**src/irq_trap_pkg.sv**
```systemverilog
// Package of offsets, field positions and reset values for the trap and interrupt flag block
`default_nettype none

package irq_trap_pkg;

  // ------------------------------------------------------------------
  // Bus geometry
  // ------------------------------------------------------------------
  localparam int unsigned DATA_W = 16;

  // ------------------------------------------------------------------
  // Register indices on the plain register port
  // ------------------------------------------------------------------
  localparam logic [3:0] ADDR_TRAP_CTRL  = 4'h0; // trap_and_nesting_control
  localparam logic [3:0] ADDR_IRQ_FLAGS2 = 4'h1; // peripheral_irq_flags_two
  localparam logic [3:0] ADDR_PAIR_DONE  = 4'h2; // converter_pair_done_flags
  localparam logic [3:0] ADDR_EVT_STATUS = 4'h3; // sticky event status, read clears
  localparam logic [3:0] ADDR_EVT_MASK   = 4'h4; // event mask, same layout

  // ------------------------------------------------------------------
  // trap_and_nesting_control fields
  // ------------------------------------------------------------------
  localparam int unsigned TC_NEST_DIS   = 15;
  localparam int unsigned TC_OVA_FLAG   = 14; // acc_a_overflow_trap_flag
  localparam int unsigned TC_OVB_FLAG   = 13; // acc_b_overflow_trap_flag
  localparam int unsigned TC_COVA_FLAG  = 12;
  localparam int unsigned TC_COVB_FLAG  = 11; // acc_b_catastrophic_overflow_flag
  localparam int unsigned TC_OVA_EN     = 10;
  localparam int unsigned TC_OVB_EN     = 9;
  localparam int unsigned TC_COV_EN     = 8;
  localparam int unsigned TC_SHIFT_ERR  = 7;
  localparam int unsigned TC_DIV0_ERR   = 6;
  localparam int unsigned TC_DMA_ERR    = 5; // dma_error_trap_status
  localparam int unsigned TC_MATH_ERR   = 4;
  localparam int unsigned TC_ADDR_ERR   = 3;
  localparam int unsigned TC_STACK_ERR  = 2;
  localparam int unsigned TC_OSC_FAIL   = 1;
  localparam logic [15:0] TC_IMPL_MASK  = 16'hFFFE;

  // ------------------------------------------------------------------
  // peripheral_irq_flags_two fields
  // ------------------------------------------------------------------
  localparam int unsigned IF2_SER_ERR   = 0; // serial_port_two_error_flag
  localparam int unsigned IF2_SER_EVT   = 1; // serial_port_two_event_flag
  localparam int unsigned IF2_CAN_RX    = 2; // can_receive_ready_flag
  localparam int unsigned IF2_CAN_EVT   = 3; // can_event_flag
  localparam int unsigned IF2_DMA3      = 4;
  localparam int unsigned IF2_CAP3      = 5;
  localparam int unsigned IF2_CAP4      = 6;
  localparam logic [15:0] IF2_IMPL_MASK = 16'h007F;
  localparam logic [15:0] IF2_CAN_MASK  = 16'h000C;

  // ------------------------------------------------------------------
  // converter_pair_done_flags: pairs 2..7 in bits 0..5
  // ------------------------------------------------------------------
  localparam int unsigned PAIR_COUNT     = 6;
  localparam logic [15:0] PAIR_IMPL_MASK = 16'h003F;

  // ------------------------------------------------------------------
  // Event status layout
  // ------------------------------------------------------------------
  localparam int unsigned EV_IF2_LSB  = 0;  // bits 6:0 mirror flag set events
  localparam int unsigned EV_PAIR_LSB = 8;  // bits 13:8 converter pairs
  localparam int unsigned EV_TRAP     = 14; // any trap flag set
  localparam logic [15:0] EV_IMPL_MASK = 16'h7F7F;

  // ------------------------------------------------------------------
  // Reset values
  // ------------------------------------------------------------------
  localparam logic [15:0] RESET_ZERO = 16'h0000;

endpackage

`default_nettype wire

```
**src/irq_trap_flags.sv**
```systemverilog
// Trap status, peripheral interrupt flags and event interrupt of the core
//
// Behaviour
// - Serial port two event sets flag bit 1
// - Serial port two error sets flag bit 0
// - Flag reads 1 after request, else 0
// - CAN flags stay off without CAN
// - DMA error trap sets control bit 5
// - Acc B catastrophic overflow sets bit 11
// - Acc A overflow bit 14, B bit 13
//
// Local design decisions: the strobed register port and the address map.
`default_nettype none

module irq_trap_flags
  import irq_trap_pkg::*;
#(
  parameter int unsigned ADDR_W  = 4,
  parameter bit          HAS_CAN = 1'b1
) (
  input  wire logic              I_REF_CLK,
  input  wire logic              I_RESET_N,
  // Register port
  input  wire logic [ADDR_W-1:0] I_ADDR,
  input  wire logic [DATA_W-1:0] I_WDATA,
  input  wire logic              I_WR,
  input  wire logic              I_RD,
  output logic      [DATA_W-1:0] O_RDATA,
  // Trap causes from the core
  input  wire logic              I_ACC_A_OVERFLOW,
  input  wire logic              I_ACC_B_OVERFLOW,
  input  wire logic              I_ACC_A_CATASTROPHIC,
  input  wire logic              I_ACC_B_CATASTROPHIC,
  input  wire logic              I_SHIFT_ERROR,
  input  wire logic              I_DIVIDE_BY_ZERO,
  input  wire logic              I_MATH_ERROR,
  input  wire logic              I_ADDRESS_ERROR,
  input  wire logic              I_STACK_ERROR,
  input  wire logic              I_OSC_FAIL,
  input  wire logic              I_DMA_ERROR_TRAP,
  // Peripheral interrupt requests
  input  wire logic              I_SERIAL_TWO_EVENT,
  input  wire logic              I_SERIAL_TWO_ERROR,
  input  wire logic              I_CAN_EVENT,
  input  wire logic              I_CAN_RECEIVE_READY,
  input  wire logic              I_DMA3_DONE,
  input  wire logic              I_CAPTURE3,
  input  wire logic              I_CAPTURE4,
  input  wire logic [5:0]        I_PAIR_DONE,
  // Outputs to the core
  output logic                   O_IRQ,
  output logic                   O_NEST_DISABLE,
  output logic                   O_ARITH_TRAP
);

  // ------------------------------------------------------------------
  // Elaboration checks
  // ------------------------------------------------------------------
  if (ADDR_W < 3 || ADDR_W > 16) begin : g_bad_addr_w
    $error("irq_trap_flags needs ADDR_W between 3 and 16");
  end

  // ------------------------------------------------------------------
  // Decode
  // ------------------------------------------------------------------
  localparam logic [ADDR_W-1:0] A_TRAP   = ADDR_W'(ADDR_TRAP_CTRL);
  localparam logic [ADDR_W-1:0] A_FLAGS2 = ADDR_W'(ADDR_IRQ_FLAGS2);
  localparam logic [ADDR_W-1:0] A_PAIR   = ADDR_W'(ADDR_PAIR_DONE);
  localparam logic [ADDR_W-1:0] A_STATUS = ADDR_W'(ADDR_EVT_STATUS);
  localparam logic [ADDR_W-1:0] A_MASK   = ADDR_W'(ADDR_EVT_MASK);

  // Without a CAN controller its flag bits are removed from the bank
  localparam logic [15:0] FLAGS2_IMPL = HAS_CAN ? IF2_IMPL_MASK
                                                : (IF2_IMPL_MASK & ~IF2_CAN_MASK);

  logic wr_trap;
  logic wr_flags2;
  logic wr_pair;

  // Write strobes per register
  always_comb begin
    wr_trap   = 1'b0;
    wr_flags2 = 1'b0;
    wr_pair   = 1'b0;
    if (I_WR && I_ADDR == A_TRAP) begin
      wr_trap = 1'b1;
    end else if (I_WR && I_ADDR == A_FLAGS2) begin
      wr_flags2 = 1'b1;
    end else if (I_WR && I_ADDR == A_PAIR) begin
      wr_pair = 1'b1;
    end
  end

  // ------------------------------------------------------------------
  // Flag set vectors
  // ------------------------------------------------------------------
  logic [15:0] trap_q;
  logic [15:0] trap_set;
  logic [15:0] flags2_q;
  logic [15:0] flags2_set;
  logic [15:0] pair_q;
  logic [15:0] pair_set;

  // Overflow flags record a trap, so they need the matching enable
  always_comb begin
    trap_set                = RESET_ZERO;
    trap_set[TC_OVA_FLAG]   = I_ACC_A_OVERFLOW & trap_q[TC_OVA_EN];
    trap_set[TC_OVB_FLAG]   = I_ACC_B_OVERFLOW & trap_q[TC_OVB_EN];
    trap_set[TC_COVA_FLAG]  = I_ACC_A_CATASTROPHIC & trap_q[TC_COV_EN];
    trap_set[TC_COVB_FLAG]  = I_ACC_B_CATASTROPHIC & trap_q[TC_COV_EN];
    trap_set[TC_SHIFT_ERR]  = I_SHIFT_ERROR;
    trap_set[TC_DIV0_ERR]   = I_DIVIDE_BY_ZERO;
    trap_set[TC_DMA_ERR]    = I_DMA_ERROR_TRAP;
    trap_set[TC_MATH_ERR]   = I_MATH_ERROR | I_SHIFT_ERROR | I_DIVIDE_BY_ZERO;
    trap_set[TC_ADDR_ERR]   = I_ADDRESS_ERROR;
    trap_set[TC_STACK_ERR]  = I_STACK_ERROR;
    trap_set[TC_OSC_FAIL]   = I_OSC_FAIL;
  end

  // Peripheral requests into their flag positions
  always_comb begin
    flags2_set              = RESET_ZERO;
    flags2_set[IF2_SER_ERR] = I_SERIAL_TWO_ERROR;
    flags2_set[IF2_SER_EVT] = I_SERIAL_TWO_EVENT;
    flags2_set[IF2_CAN_RX]  = I_CAN_RECEIVE_READY & HAS_CAN;
    flags2_set[IF2_CAN_EVT] = I_CAN_EVENT & HAS_CAN;
    flags2_set[IF2_DMA3]    = I_DMA3_DONE;
    flags2_set[IF2_CAP3]    = I_CAPTURE3;
    flags2_set[IF2_CAP4]    = I_CAPTURE4;
    pair_set                = {10'h000, I_PAIR_DONE};
  end

  // ------------------------------------------------------------------
  // Flag registers
  // ------------------------------------------------------------------
  // Control bits ride in the trap bank with no set source
  flag_bank #(
    .WIDTH (DATA_W),
    .IMPL  (TC_IMPL_MASK)
  ) u_trap_bank (
    .i_clk   (I_REF_CLK),
    .i_rst_n (I_RESET_N),
    .i_set   (trap_set),
    .i_wr    (wr_trap),
    .i_wdata (I_WDATA),
    .o_q     (trap_q)
  );

  // Peripheral flags two
  flag_bank #(
    .WIDTH (DATA_W),
    .IMPL  (FLAGS2_IMPL)
  ) u_flags2_bank (
    .i_clk   (I_REF_CLK),
    .i_rst_n (I_RESET_N),
    .i_set   (flags2_set),
    .i_wr    (wr_flags2),
    .i_wdata (I_WDATA),
    .o_q     (flags2_q)
  );

  // Converter pair done flags
  flag_bank #(
    .WIDTH (DATA_W),
    .IMPL  (PAIR_IMPL_MASK)
  ) u_pair_bank (
    .i_clk   (I_REF_CLK),
    .i_rst_n (I_RESET_N),
    .i_set   (pair_set),
    .i_wr    (wr_pair),
    .i_wdata (I_WDATA),
    .o_q     (pair_q)
  );

  // ------------------------------------------------------------------
  // Block state
  // ------------------------------------------------------------------
  typedef struct packed {
    logic [DATA_W-1:0] rdata;
    logic [DATA_W-1:0] status;
    logic [DATA_W-1:0] mask;
    logic              irq;
    logic              nest_dis;
    logic              arith_trap;
  } top_state_t;

  top_state_t  state;
  top_state_t  next_state;
  logic [15:0] events;

  // Event vector: any new flag request, grouped per register
  always_comb begin
    events                              = RESET_ZERO;
    events[EV_IF2_LSB +: 7]             = flags2_set[6:0];
    events[EV_PAIR_LSB +: PAIR_COUNT]   = pair_set[PAIR_COUNT-1:0];
    events[EV_TRAP]                     = |trap_set;
  end

  // ------------------------------------------------------------------
  // Next state: read data, status, mask, outputs
  // ------------------------------------------------------------------
  // Read data stands only in the cycle after the strobe; unmapped reads 0
  always_comb begin
    next_state       = state;
    next_state.rdata = RESET_ZERO;
    if (I_RD) begin
      if (I_ADDR == A_TRAP) begin
        next_state.rdata = trap_q;
      end else if (I_ADDR == A_FLAGS2) begin
        next_state.rdata = flags2_q;
      end else if (I_ADDR == A_PAIR) begin
        next_state.rdata = pair_q;
      end else if (I_ADDR == A_STATUS) begin
        next_state.rdata = state.status;
      end else if (I_ADDR == A_MASK) begin
        next_state.rdata = state.mask;
      end
    end

    // Read clears status, an event in the same cycle still lands
    if (I_RD && I_ADDR == A_STATUS) begin
      next_state.status = RESET_ZERO;
    end
    next_state.status = (next_state.status | events) & EV_IMPL_MASK;

    if (I_WR && I_ADDR == A_MASK) begin
      next_state.mask = I_WDATA & EV_IMPL_MASK;
    end

    // IRQ and nest disable follow the next register values; arith trap uses old flags and new sets, not a same-cycle write
    next_state.irq        = |(next_state.status & next_state.mask);
    next_state.nest_dis   = wr_trap ? I_WDATA[TC_NEST_DIS] : trap_q[TC_NEST_DIS];
    next_state.arith_trap = |(trap_q[TC_OVA_FLAG:TC_COVB_FLAG]
                              | trap_set[TC_OVA_FLAG:TC_COVB_FLAG]);
  end

  // Single state register
  always_ff @(posedge I_REF_CLK) begin
    if (!I_RESET_N) begin
      state <= '0;
    end else begin
      state <= next_state;
    end
  end

  // ------------------------------------------------------------------
  // Outputs straight from flip-flops
  // ------------------------------------------------------------------
  assign O_RDATA        = state.rdata;
  assign O_IRQ          = state.irq;
  assign O_NEST_DISABLE = state.nest_dis;
  assign O_ARITH_TRAP   = state.arith_trap;

endmodule

`default_nettype wire

```
**src/flag_bank.sv**
```systemverilog
// Bank of hardware-set, software-written flag bits
`default_nettype none

module flag_bank
  import irq_trap_pkg::*;
#(
  parameter int unsigned      WIDTH = 16,
  parameter logic [WIDTH-1:0] IMPL  = '1
) (
  input  wire logic             i_clk,
  input  wire logic             i_rst_n,
  input  wire logic [WIDTH-1:0] i_set,
  input  wire logic             i_wr,
  input  wire logic [WIDTH-1:0] i_wdata,
  output logic      [WIDTH-1:0] o_q
);

  // Elaboration check: a bank wider than the bus cannot be read back
  if (WIDTH < 1 || WIDTH > DATA_W) begin : g_bad_width
    $error("flag_bank width out of range");
  end

  typedef struct packed {
    logic [WIDTH-1:0] q;
  } bank_state_t;

  bank_state_t state;
  bank_state_t next_state;

  // ------------------------------------------------------------------
  // Next value
  // ------------------------------------------------------------------
  // Set beats a simultaneous write of 0 so no event is lost
  always_comb begin
    next_state   = state;
    if (i_wr) begin
      next_state.q = i_wdata;
    end
    next_state.q = (next_state.q | i_set) & IMPL;
  end

  // Register, synchronous active-low reset
  always_ff @(posedge i_clk) begin
    if (!i_rst_n) begin
      state <= '0;
    end else begin
      state <= next_state;
    end
  end

  assign o_q = state.q;

endmodule

`default_nettype wire

```
**config.mk**
```make
export PLATFORM = sky130hd
export DESIGN_NAME = irq_trap_flags
export DESIGN_NICKNAME = d
export VERILOG_FILES = /design/src/irq_trap_pkg.sv /design/src/irq_trap_flags.sv /design/src/flag_bank.sv
export SDC_FILE = /design/constraint.sdc
export NUM_CORES = 1
export LEC_CHECK = 0
export BUFFER_PORTS_ARGS = -buffer_cell sky130_fd_sc_hd__buf_2
export CORE_ASPECT_RATIO = 0.6
export CORE_MARGIN = 3
export CORE_UTILIZATION = 45
export DETAILED_ROUTE_END_ITERATION = 8
export PLACE_DENSITY = 0.78
export SLEW_MARGIN = 20
export SYNTH_ARGS = -nofsm -noshare
export SYNTH_HDL_FRONTEND = slang
export SYNTH_HIERARCHICAL = 1
export SYNTH_SLANG_ARGS = --single-unit
export TNS_END_PERCENT = 5
```
**constraint.sdc**
```tcl
create_clock -name I_REF_CLK -period 1.9 [get_ports I_REF_CLK]
set_input_delay 0.095 -clock I_REF_CLK [delete_from_list [all_inputs] [get_ports I_REF_CLK]]
set_output_delay 0.095 -clock I_REF_CLK [all_outputs]
set_load 0.05 [all_outputs]
```
==> results.cfg, run 1 <==
[sta]
final-hold-violation-count = 0
max_freq_mhz = 534
slew_headroom_pct = 56.7
postLayoutSetupSlackWorst_ns = 0.0265
layout_min_cycle_time_ns = 1.87
clock-skew-final_ns = 0.00319
worst_pin_slew_ns = 0.649
hold-worst-slack_ns = 0.0162
setup_viol = 0
drv_slew = 0
rsz0062_at_grt = true
period_share_pct = 98.6
finalSetupTns_ns = 0

[setup_path]
critPathMaxStageDelay_ns = 0.57
critPathKind = reg -> reg
path_delay_family = compound AO/OA/AOI/OAI gates
critPathMaxFanout = 2
start_kind = register
slowest_stage = or4_4
cp.arrival_ns = 2.10
cp_data_required_time_ns = 2.13
critPathLaunch = u_trap_bank/o_q[9]$_SDFF_PN0_
reg2reg_from = u_trap_bank/o_q[9]$_SDFF_PN0_
worstSetupEndpointType = register
path_buf_inv = 0
crit_chain = and2_4, or4_4, a2111oi_4, o2111ai_2, o41a_1

[route]
dr_wl_met2_um = 4670
firstDrtPassIters = 8
wl_per_cell_um = 18.4
initialDrtViolationCount = 278
highest_layer = met4
vias = 3204
drc = 0
vias_per_cell = 5.52
dr_wl_met3_um = 848
ant_nets = 0
m1WireLength_um = 4970
wl_um = 10700

[logic_synthesis]
synth-seq-cells = 75
yosysSeqAreaShare_pct = 39.2
synthCells = 394
synthDistinctLibCells = 43
ys_warn_count = 6
syn_area_mm2 = 0.00383
avgSynthCellArea_um2 = 9.72

[cells_and_area]
multi_input_area_mm2 = 0.00199
diodes = 0
fin_nets = 515
final_common_cell = dfxtp_1
final_cell_mix = dfxtp_1 (73), buf_2 (66), o21a_1 (47), o21ai_0 (27)
postLayoutCellArea_mm2 = 0.00462
drive_above_1_share_pct = 32.2
seq_area_mm2 = 0.00150
area_growth_pct = 20.6
nFillCells = 713

[place]
gp_congestion = 0.908
port_buffers = 66
pre_cts_ws_ns = -0.0727
dpl_cell_area_mm2 = 0.00418
hpwl_um = 7390

[grt]
antenna_found_initial = 0
grt_pass1_wl_um = 16800
grt_usage_pct = 22.5
first_global_vias = 3123
grt_overflow = 0
grt_max_degree = 60

[die]
die_width_um = 125
die_h_um = 77.5
rows = 25
initial_core_util_pct = 47.5
ios = 67
dieArea_mm2 = 0.00969
core_area_mm2 = 0.00807

[clock_network]
post_cts_buffers = 0
clock-root-buffer = clkbuf_16
cts_buffer_depth = 2
cts_tree = done
clk_pin_slew_ns = 0.06
cts_buffers = 9
htreeDepth = 3
clock_sinks = 75
clock_latency_ns = 0.34

[status]
outcome = completed

[pwr]
p_leak_nw = 1.94
power.density_mw_per_mm2 = 866
p_int_mw = 3.03
vdd_drop_max_mv = 0.468
clkPwrFrac_pct = 44.2
swShare_pct = 24.3
p_sw_uw = 970
power_frac_comb_pct = 13.2
p_seq_share_pct = 42.6

[hold_path]
hold_path.class = in -> reg
holdCritStartpoint = I_OSC_FAIL

[job]
cap_violations = 0
## sequential cells by signal (all words and copies together) (netlist names)
register / count
u_trap_bank/o_q: 15
u_flags2_bank/o_q: 7
u_pair_bank/o_q: 6
state: 28
O_NEST_DISABLE: 1
O_RDATA: 16
O_IRQ: 1
O_ARITH_TRAP: 1
## kinds of logic after synthesis
family | share of synthesized area (%)
other cells | 0.392
mux | 12.1
buf+inv | 11.4
compound gates | 26.2
flops | 39.2
simple gates | 10.7
## worst paths after layout
check                                   to  cells past startpoint  slack (ns)
max                       O_IRQ$_SDFF_PN0_                      5        0.03
min          u_trap_bank/o_q[1]$_SDFF_PN0_                      2        0.02
max reg2reg               O_IRQ$_SDFF_PN0_                      5        0.03
min reg2reg          O_RDATA[6]$_SDFF_PN0_                      2        0.51
## through the flow
step,utilization (%),power (mW),std cells
6_report,57.2,4.00,580
3_3_place_gp,51.8,2.21,552
4_1_cts,57.1,4.01,580
3_5_place_dp,51.8,2.23,552
5_1_grt,57.2,4.14,580
2_1_floorplan,-,2.07,414
## power by group through the flow
stage          clock network (mW)  logic [mW]  registers [mW]
4_1_cts                      1.79       0.518            1.70
3_5_place_dp                    0       0.494            1.73
5_1_grt                      1.86       0.569            1.71
2_1_floorplan                   0       0.337            1.74
6_report                     1.77       0.529            1.70
3_3_place_gp                    0       0.483            1.73
## repair_timing
item                                    CTS  global route
gates resized for setup                   3             2
pin swaps                                 5             2
hold endpoints to repair                 16             0
hold buffers                             12             0
cloned                                    0             0
endpoints found under the setup margin    1             1
## synthesized netlist by cell type
cell type      number  area, µm²
nor4b_4             1       23.8
and2_4              2       17.5
dlygate4sd1_1       1       8.76
o22ai_1            12       75.1
or4_2               1       8.76
or3_2               1       7.51
or4_4               1       11.3
clkbuf_1           16       60.1
buf_6               4       45.0
o41a_1              1       11.3
conb_1              4       15.0
nor4b_1             1       8.76
and2_1              3       18.8
clkinv_1            1       3.75
mux2_2              5       56.3
dfxtp_1            75       1500
and3_2              3       22.5
nor2_1             17       63.8
o2111a_1            2       22.5
nand2_1            16       60.1
buf_2               2       10.0
buf_1               2       7.51
mux2i_1             6       60.1
and3_1              6       37.5
nor2b_1            12       75.1
a21oi_1            18       90.1
a221oi_1           14        123
and2_2              2       15.0
o21ai_0            27        135
o2111ai_1           3       26.3
o21a_1             47        353
nor3_1              1       5.00
and4bb_2            1       12.5
a21boi_1            3       22.5
o21ai_1             1       5.00
or4_1               2       15.0
mux2_4             23        345
inv_1               3       11.3
and2b_2             1       8.76
a2111oi_4           1       27.5
a21boi_0           15        113
buf_4              36        270
buf_12              1       20.0
## layout make-up
cell class | instances | area share (%)
multi-input combinational | 273 | 43.0
sequential | 75 | 32.6
timing repair buffer | 104 | 14.5
clock buffer | 15 | 6.01
tap | 108 | 2.93
clock inverter | 1 | 0.650
inverter | 4 | 0.325
## per-layer routing
| layer | vias to the layer above | GRT usage, % |
|---|---|---|
| li1 | 1519 | - |
| met1 | 1532 | 30.6 |
| met2 | 131 | 34.0 |
| met3 | 22 | 7.63 |
| met4 | 0 | 6.39 |
| met5 | - | 0 |
Power figures use the tool's default switching activity.
==> run 2, diff against run 1 <==
PLACE_DENSITY = 0.75   (was 0.78)
clock period = 1.97 ns   (was 1.9 ns; I/O delays follow)
==> run 2 against run 1 <==
Effect of this change: sequential power decreased by 4%; routed wire length decreased by 3.3%; via count decreased by 2.3%; critical endpoint unchanged.
==> results.cfg, run 2 (synthesis results as in run 1) <==
[status]
outcome = completed

[setup_path]
critPathKind = reg -> reg
rr_worst_depth = 5
start_kind = register
slowest_stage = or4_4
crit_chain = and2_4, or4_4, a2111oi_4, o2111ai_1, o41a_1
critPathMaxFanout = 2
reg2reg_from = u_trap_bank/o_q[9]$_SDFF_PN0_
critPathMaxStageDelay_ns = 0.57
worstSetupEndpointType = register
cp.arrival_ns = 2.11
cp_data_required_time_ns = 2.19
r2r_slack_ns = 0.09
worstReg2RegEnd = O_IRQ$_SDFF_PN0_
critPathLaunch = u_trap_bank/o_q[9]$_SDFF_PN0_

[place]
gp_congestion = 0.834
dpl_cell_area_mm2 = 0.00415
hpwl_um = 7190
port_buffers = 66

[sta]
max_freq_mhz = 531
layout_min_cycle_time_ns = 1.88
final-hold-violation-count = 0
drv_slew = 0
rsz0062_at_grt = true
clock-skew-final_ns = 0.00425
slew_headroom_pct = 56.5
period_share_pct = 95.6
worst_pin_slew_ns = 0.652
setup_viol = 0

[cells_and_area]
drive_above_1_share_pct = 31.7
postLayoutCellArea_mm2 = 0.00450
final_cell_mix = dfxtp_1 (73), buf_2 (66), o21a_1 (47), o21ai_0 (27), conb_1 (24)
final_util_pct = 55.8
area_growth_pct = 17.5
largest_register_ffs = 28
fin_nets = 510
diodes = 0
regMostFlops = state
final_common_cell = dfxtp_1

[hold_path]
holdCritStartpoint = I_SERIAL_TWO_EVENT
holdPathStages = 2
hold_path_end = state[20]$_SDFF_PN0_
hold_path.class = in -> reg

[die]
die_h_um = 77.5
ios = 67
core_area_mm2 = 0.00807
dieArea_mm2 = 0.00969
initial_core_util_pct = 47.5
rows = 25
die_width_um = 125

[clock_network]
clk_pin_slew_ns = 0.06
clock_latency_ns = 0.34
cts_tree = done
cts_buffers = 9
clock-root-buffer = clkbuf_16
cts_buffer_depth = 2
htreeDepth = 3
post_cts_buffers = 0
clock_sinks = 75

[route]
wl_um = 10300
drc = 0
vias_per_cell = 5.45
vias = 3131
wl_per_cell_um = 17.9
ant_nets = 0
firstDrtPassIters = 4
initialDrtViolationCount = 224

[grt]
first_global_vias = 3145
grt_max_degree = 60
grt_overflow = 0
grt_pass1_wl_um = 16300
antenna_found_initial = 0
grt_usage_pct = 21.6

[job]
cap_violations = 0

[pwr]
p_leak_nw = 1.89
power.density_mw_per_mm2 = 797
vdd_drop_max_mv = 0.612
==> run 2: changes by cell type in the layout (fill, tap and decap cells not counted), sizes merged <==
cell / previous run / this run
bufinv: 1 / 0
buf: 92 / 90
dlygate4sd3: 12 / 9
clkbuf: 15 / 13
clkinv: 1 / 4
==> run 2: timing repair <==
item / 4_1_cts / 5_1_grt
endpoints found under the setup margin: 1 / 1
hold buffers: 9 / 0
gates resized for setup: 0 / 3
pin swaps: 2 / 6
endpoints found under the hold margin: 9 / 0
==> run 2: worst max-delay path: cells and delay by family (launching register included) <==
family          cells  cell delay, ns
compound gates      3            0.75
flops               1            0.31
simple gates        2            0.70
==> run 2: worst max path at each step <==
stage	end	slack, ns	cells past startpoint
after floorplan	u_trap_bank/o_q[3]$_SDFF_PN0_	-0.01	8
after global placement	O_IRQ$_SDFF_PN0_	-0.05	5
after detailed placement	O_IRQ$_SDFF_PN0_	-0.09	5
after CTS	O_IRQ$_SDFF_PN0_	0.01	5
after global routing	O_IRQ$_SDFF_PN0_	-0.006	5
final	O_IRQ$_SDFF_PN0_	0.09	5
==> run 2: through the flow <==
step | TNS (ns) | power, mW | std cells | hold WS (ns) | setup WS (ns)
2_1_floorplan | -0.101 | 2.00 | 414 | 0.216 | -0.00952
3_3_place_gp | -0.0483 | 2.13 | 550 | 0.323 | -0.0483
3_5_place_dp | -0.0859 | 2.14 | 550 | 0.332 | -0.0859
4_1_cts | 0 | 3.60 | 575 | 0.00153 | 0.0126
5_1_grt | -0.00592 | 3.74 | 575 | 0.00332 | -0.00592
6_report | 0 | 3.59 | 575 | 0.00962 | 0.0875
==> run 2: metal layers <==
layer  GRT usage [%]  share of wire [%]
met1            28.9                 46
met2            32.7                 43
met3            7.36                8.6
met4            7.14                1.5
met5               0                  0
==> run 2: area by class of cell <==
| cell class | count | area [µm²] |
|---|---|---|
| clock buffer | 13 | 240 |
| clock inverter | 3 | 15.0 |
| fill | 744 | 3570 |
| inverter | 4 | 15.0 |
| multi-input combinational | 273 | 1980 |
| sequential | 75 | 1500 |
| tap | 108 | 135 |
| timing repair buffer | 99 | 613 |
==> run 2: power by group <==
group          switching, mW  internal [mW]  leakage [nW]  total, mW
Clock                  0.605          0.847         0.127       1.45
Sequential            0.0423           1.60         0.620       1.64
Combinational          0.264          0.232          1.14      0.496
==> run 3, diff against run 2 <==
BUFFER_PORTS_ARGS = not set   (was -buffer_cell sky130_fd_sc_hd__buf_2)
CORE_UTILIZATION = 63   (was 45)
DONT_BUFFER_PORTS = 1   (was not set)
PLACE_DENSITY = 0.88   (was 0.75)
==> run 3 against run 2 <==
Effect of this change: die area fell by 27%; hold slack hardly changed; critical path depth stayed put; via count increased by 1.3%; sequential power up 2%; register-to-register slack lost 0.03 ns; non-clock buffer count decreased by 39; sequential share of layout area grew 0.80 points; power fell by 7.8%; first-iteration DRC count up 29%; clock skew up 0.0032 ns; fmax is 1.5% lower; largest cell class unchanged; largest power group unchanged.
==> results.cfg, run 3 (synthesis results as in run 1) <==
[sta]
worst_pin_slew_ns = 0.664
layout_min_cycle_time_ns = 1.91
rsz0062_at_grt = true
period_share_pct = 97.0
clock-skew-final_ns = 0.00747
postLayoutSetupSlackWorst_ns = 0.0592
max_freq_mhz = 523
slew_headroom_pct = 55.7
drv_slew = 0
setup_viol = 0
final-hold-violation-count = 0

[pwr]
vdd_drop_max_mv = 0.576
p_leak_nw = 1.70
total_power_mw = 3.31
power.density_mw_per_mm2 = 753

[die]
rows = 21
die_h_um = 66.4
dieArea_mm2 = 0.00708
die_width_um = 107
core_area_mm2 = 0.00573
ios = 67
initial_core_util_pct = 66.9

[grt]
grt_max_degree = 60
antenna_found_initial = 0
met3_usage_pct = 10.7
grt_pass1_wl_um = 16900
grtUsageMet2_pct = 49.8
grt-busiest-layer = met2
first_global_vias = 3292
grt_usage_pct = 31.8
use_met1_pct = 40.0
grt_overflow = 0

[cells_and_area]
regMostFlops = state
area_growth_pct = 14.7
diodes = 0
drive_above_1_share_pct = 16.9
final_util_pct = 76.7
seq_area_mm2 = 0.00150
final_cell_mix = dfxtp_1 (73), o21a_1 (47), dlygate4sd3_1 (47), o21ai_0 (27), conb_1 (24)
fin_nets = 471
final_common_cell = dfxtp_1
largest_register_ffs = 28
multi_input_area_mm2 = 0.00198
nFillCells = 405

[place]
port_buffers = 0
pre_cts_ws_ns = -0.0968
gp_congestion = 0.813
hpwl_um = 6600

[hold_path]
hold_path.class = in -> reg

[clock_network]
clock-root-buffer = clkbuf_8
cts_buffer_depth = 2
htreeDepth = 3
clock_sinks = 75
cts_tree = done
clock_latency_ns = 0.36
clk_pin_slew_ns = 0.07
cts_buffers = 9

[job]
cap_violations = 0

[setup_path]
crit_chain = and2_4, or4_4, a2111oi_4, o2111ai_1, o41a_1
start_kind = register
critPathMaxStageDelay_ns = 0.57
cp_data_required_time_ns = 2.21
cp.arrival_ns = 2.15
critPathMaxFanout = 2
slowest_stage = or4_4
critPathKind = reg -> reg
worstSetupEndpointType = register

[route]
wl_per_cell_um = 21.3
drc = 0
ant_nets = 0
wl_um = 10800
initialDrtViolationCount = 289
firstDrtPassIters = 5
vias_per_cell = 6.26
vias = 3173

[status]
outcome = completed
run 3: cell count changes in the layout (fill, tap and decap cells not counted), sizes merged:
cell,change
buf,-77
bufinv,+1
clkinv,-2
dlygate4sd3,+38
run 3: metrics by stage:
step                      cells  cell area (µm²)  TNS [ns]  hold slack [ns]
final                       507             4390         0           0.0100
after global routing        507             4390   -0.0342           0.0180
after global placement      443             3700   -0.0444            0.222
after CTS                   506             4380         0        0.0000833
after floorplan             414             3910    -0.101            0.216
after detailed placement    443             3700   -0.0968            0.225
run 3: final timing paths:
path                                 startpoint                    end  slack, ns  cells after the start
setup / recovery  u_trap_bank/o_q[9]$_SDFF_PN0_       O_IRQ$_SDFF_PN0_       0.06                      5
hold / removal                             I_RD   state[24]$_SDFF_PN0_       0.01                      2
hold reg to reg   u_trap_bank/o_q[6]$_SDFF_PN0_  O_RDATA[6]$_SDFF_PN0_       0.51                      2
setup reg to reg  u_trap_bank/o_q[9]$_SDFF_PN0_       O_IRQ$_SDFF_PN0_       0.06                      5
run 3: where the power goes:
part | internal, mW | switching [mW] | leakage, nW | total (mW)
registers | 1.59 | 0.0876 | 0.620 | 1.68
clock network | 0.647 | 0.554 | 0.0995 | 1.20
logic | 0.239 | 0.187 | 0.977 | 0.426
total | 2.48 | 0.828 | 1.70 | 3.31
run 3: repair_timing:
| item | 4_1_cts | 5_1_grt |
|---|---|---|
| resized for setup | 0 | 2 |
| hold buffers | 48 | 0 |
| buffers inserted | 0 | 1 |
| endpoints found under the setup margin | 1 | 1 |
| endpoints found under the hold margin | 61 | 0 |
| pin swaps | 1 | 6 |
run 3: area by class of cell:
class | count | share of cell area, %
Timing Repair Buffer | 60 | 13.8
Inverter | 4 | 0.342
Tap cell | 80 | 2.28
Clock inverter | 2 | 0.797
Multi-Input combinational cell | 273 | 45.0
Clock buffer | 13 | 3.62
Sequential cell | 75 | 34.2
run 3: routing by layer:
metal	wire length (µm)	up-vias
met5	0	-
met4	351	0
met3	1190	38
met2	4780	198
met1	4480	1521
li1	-	1416
run 3: critical path, delay by kind of cell (launching register included):
family	cells	cell delay [ns]
and+or+nand+nor	2	0.71
DFF	1	0.32
AOI/OAI and AO/OA	3	0.77
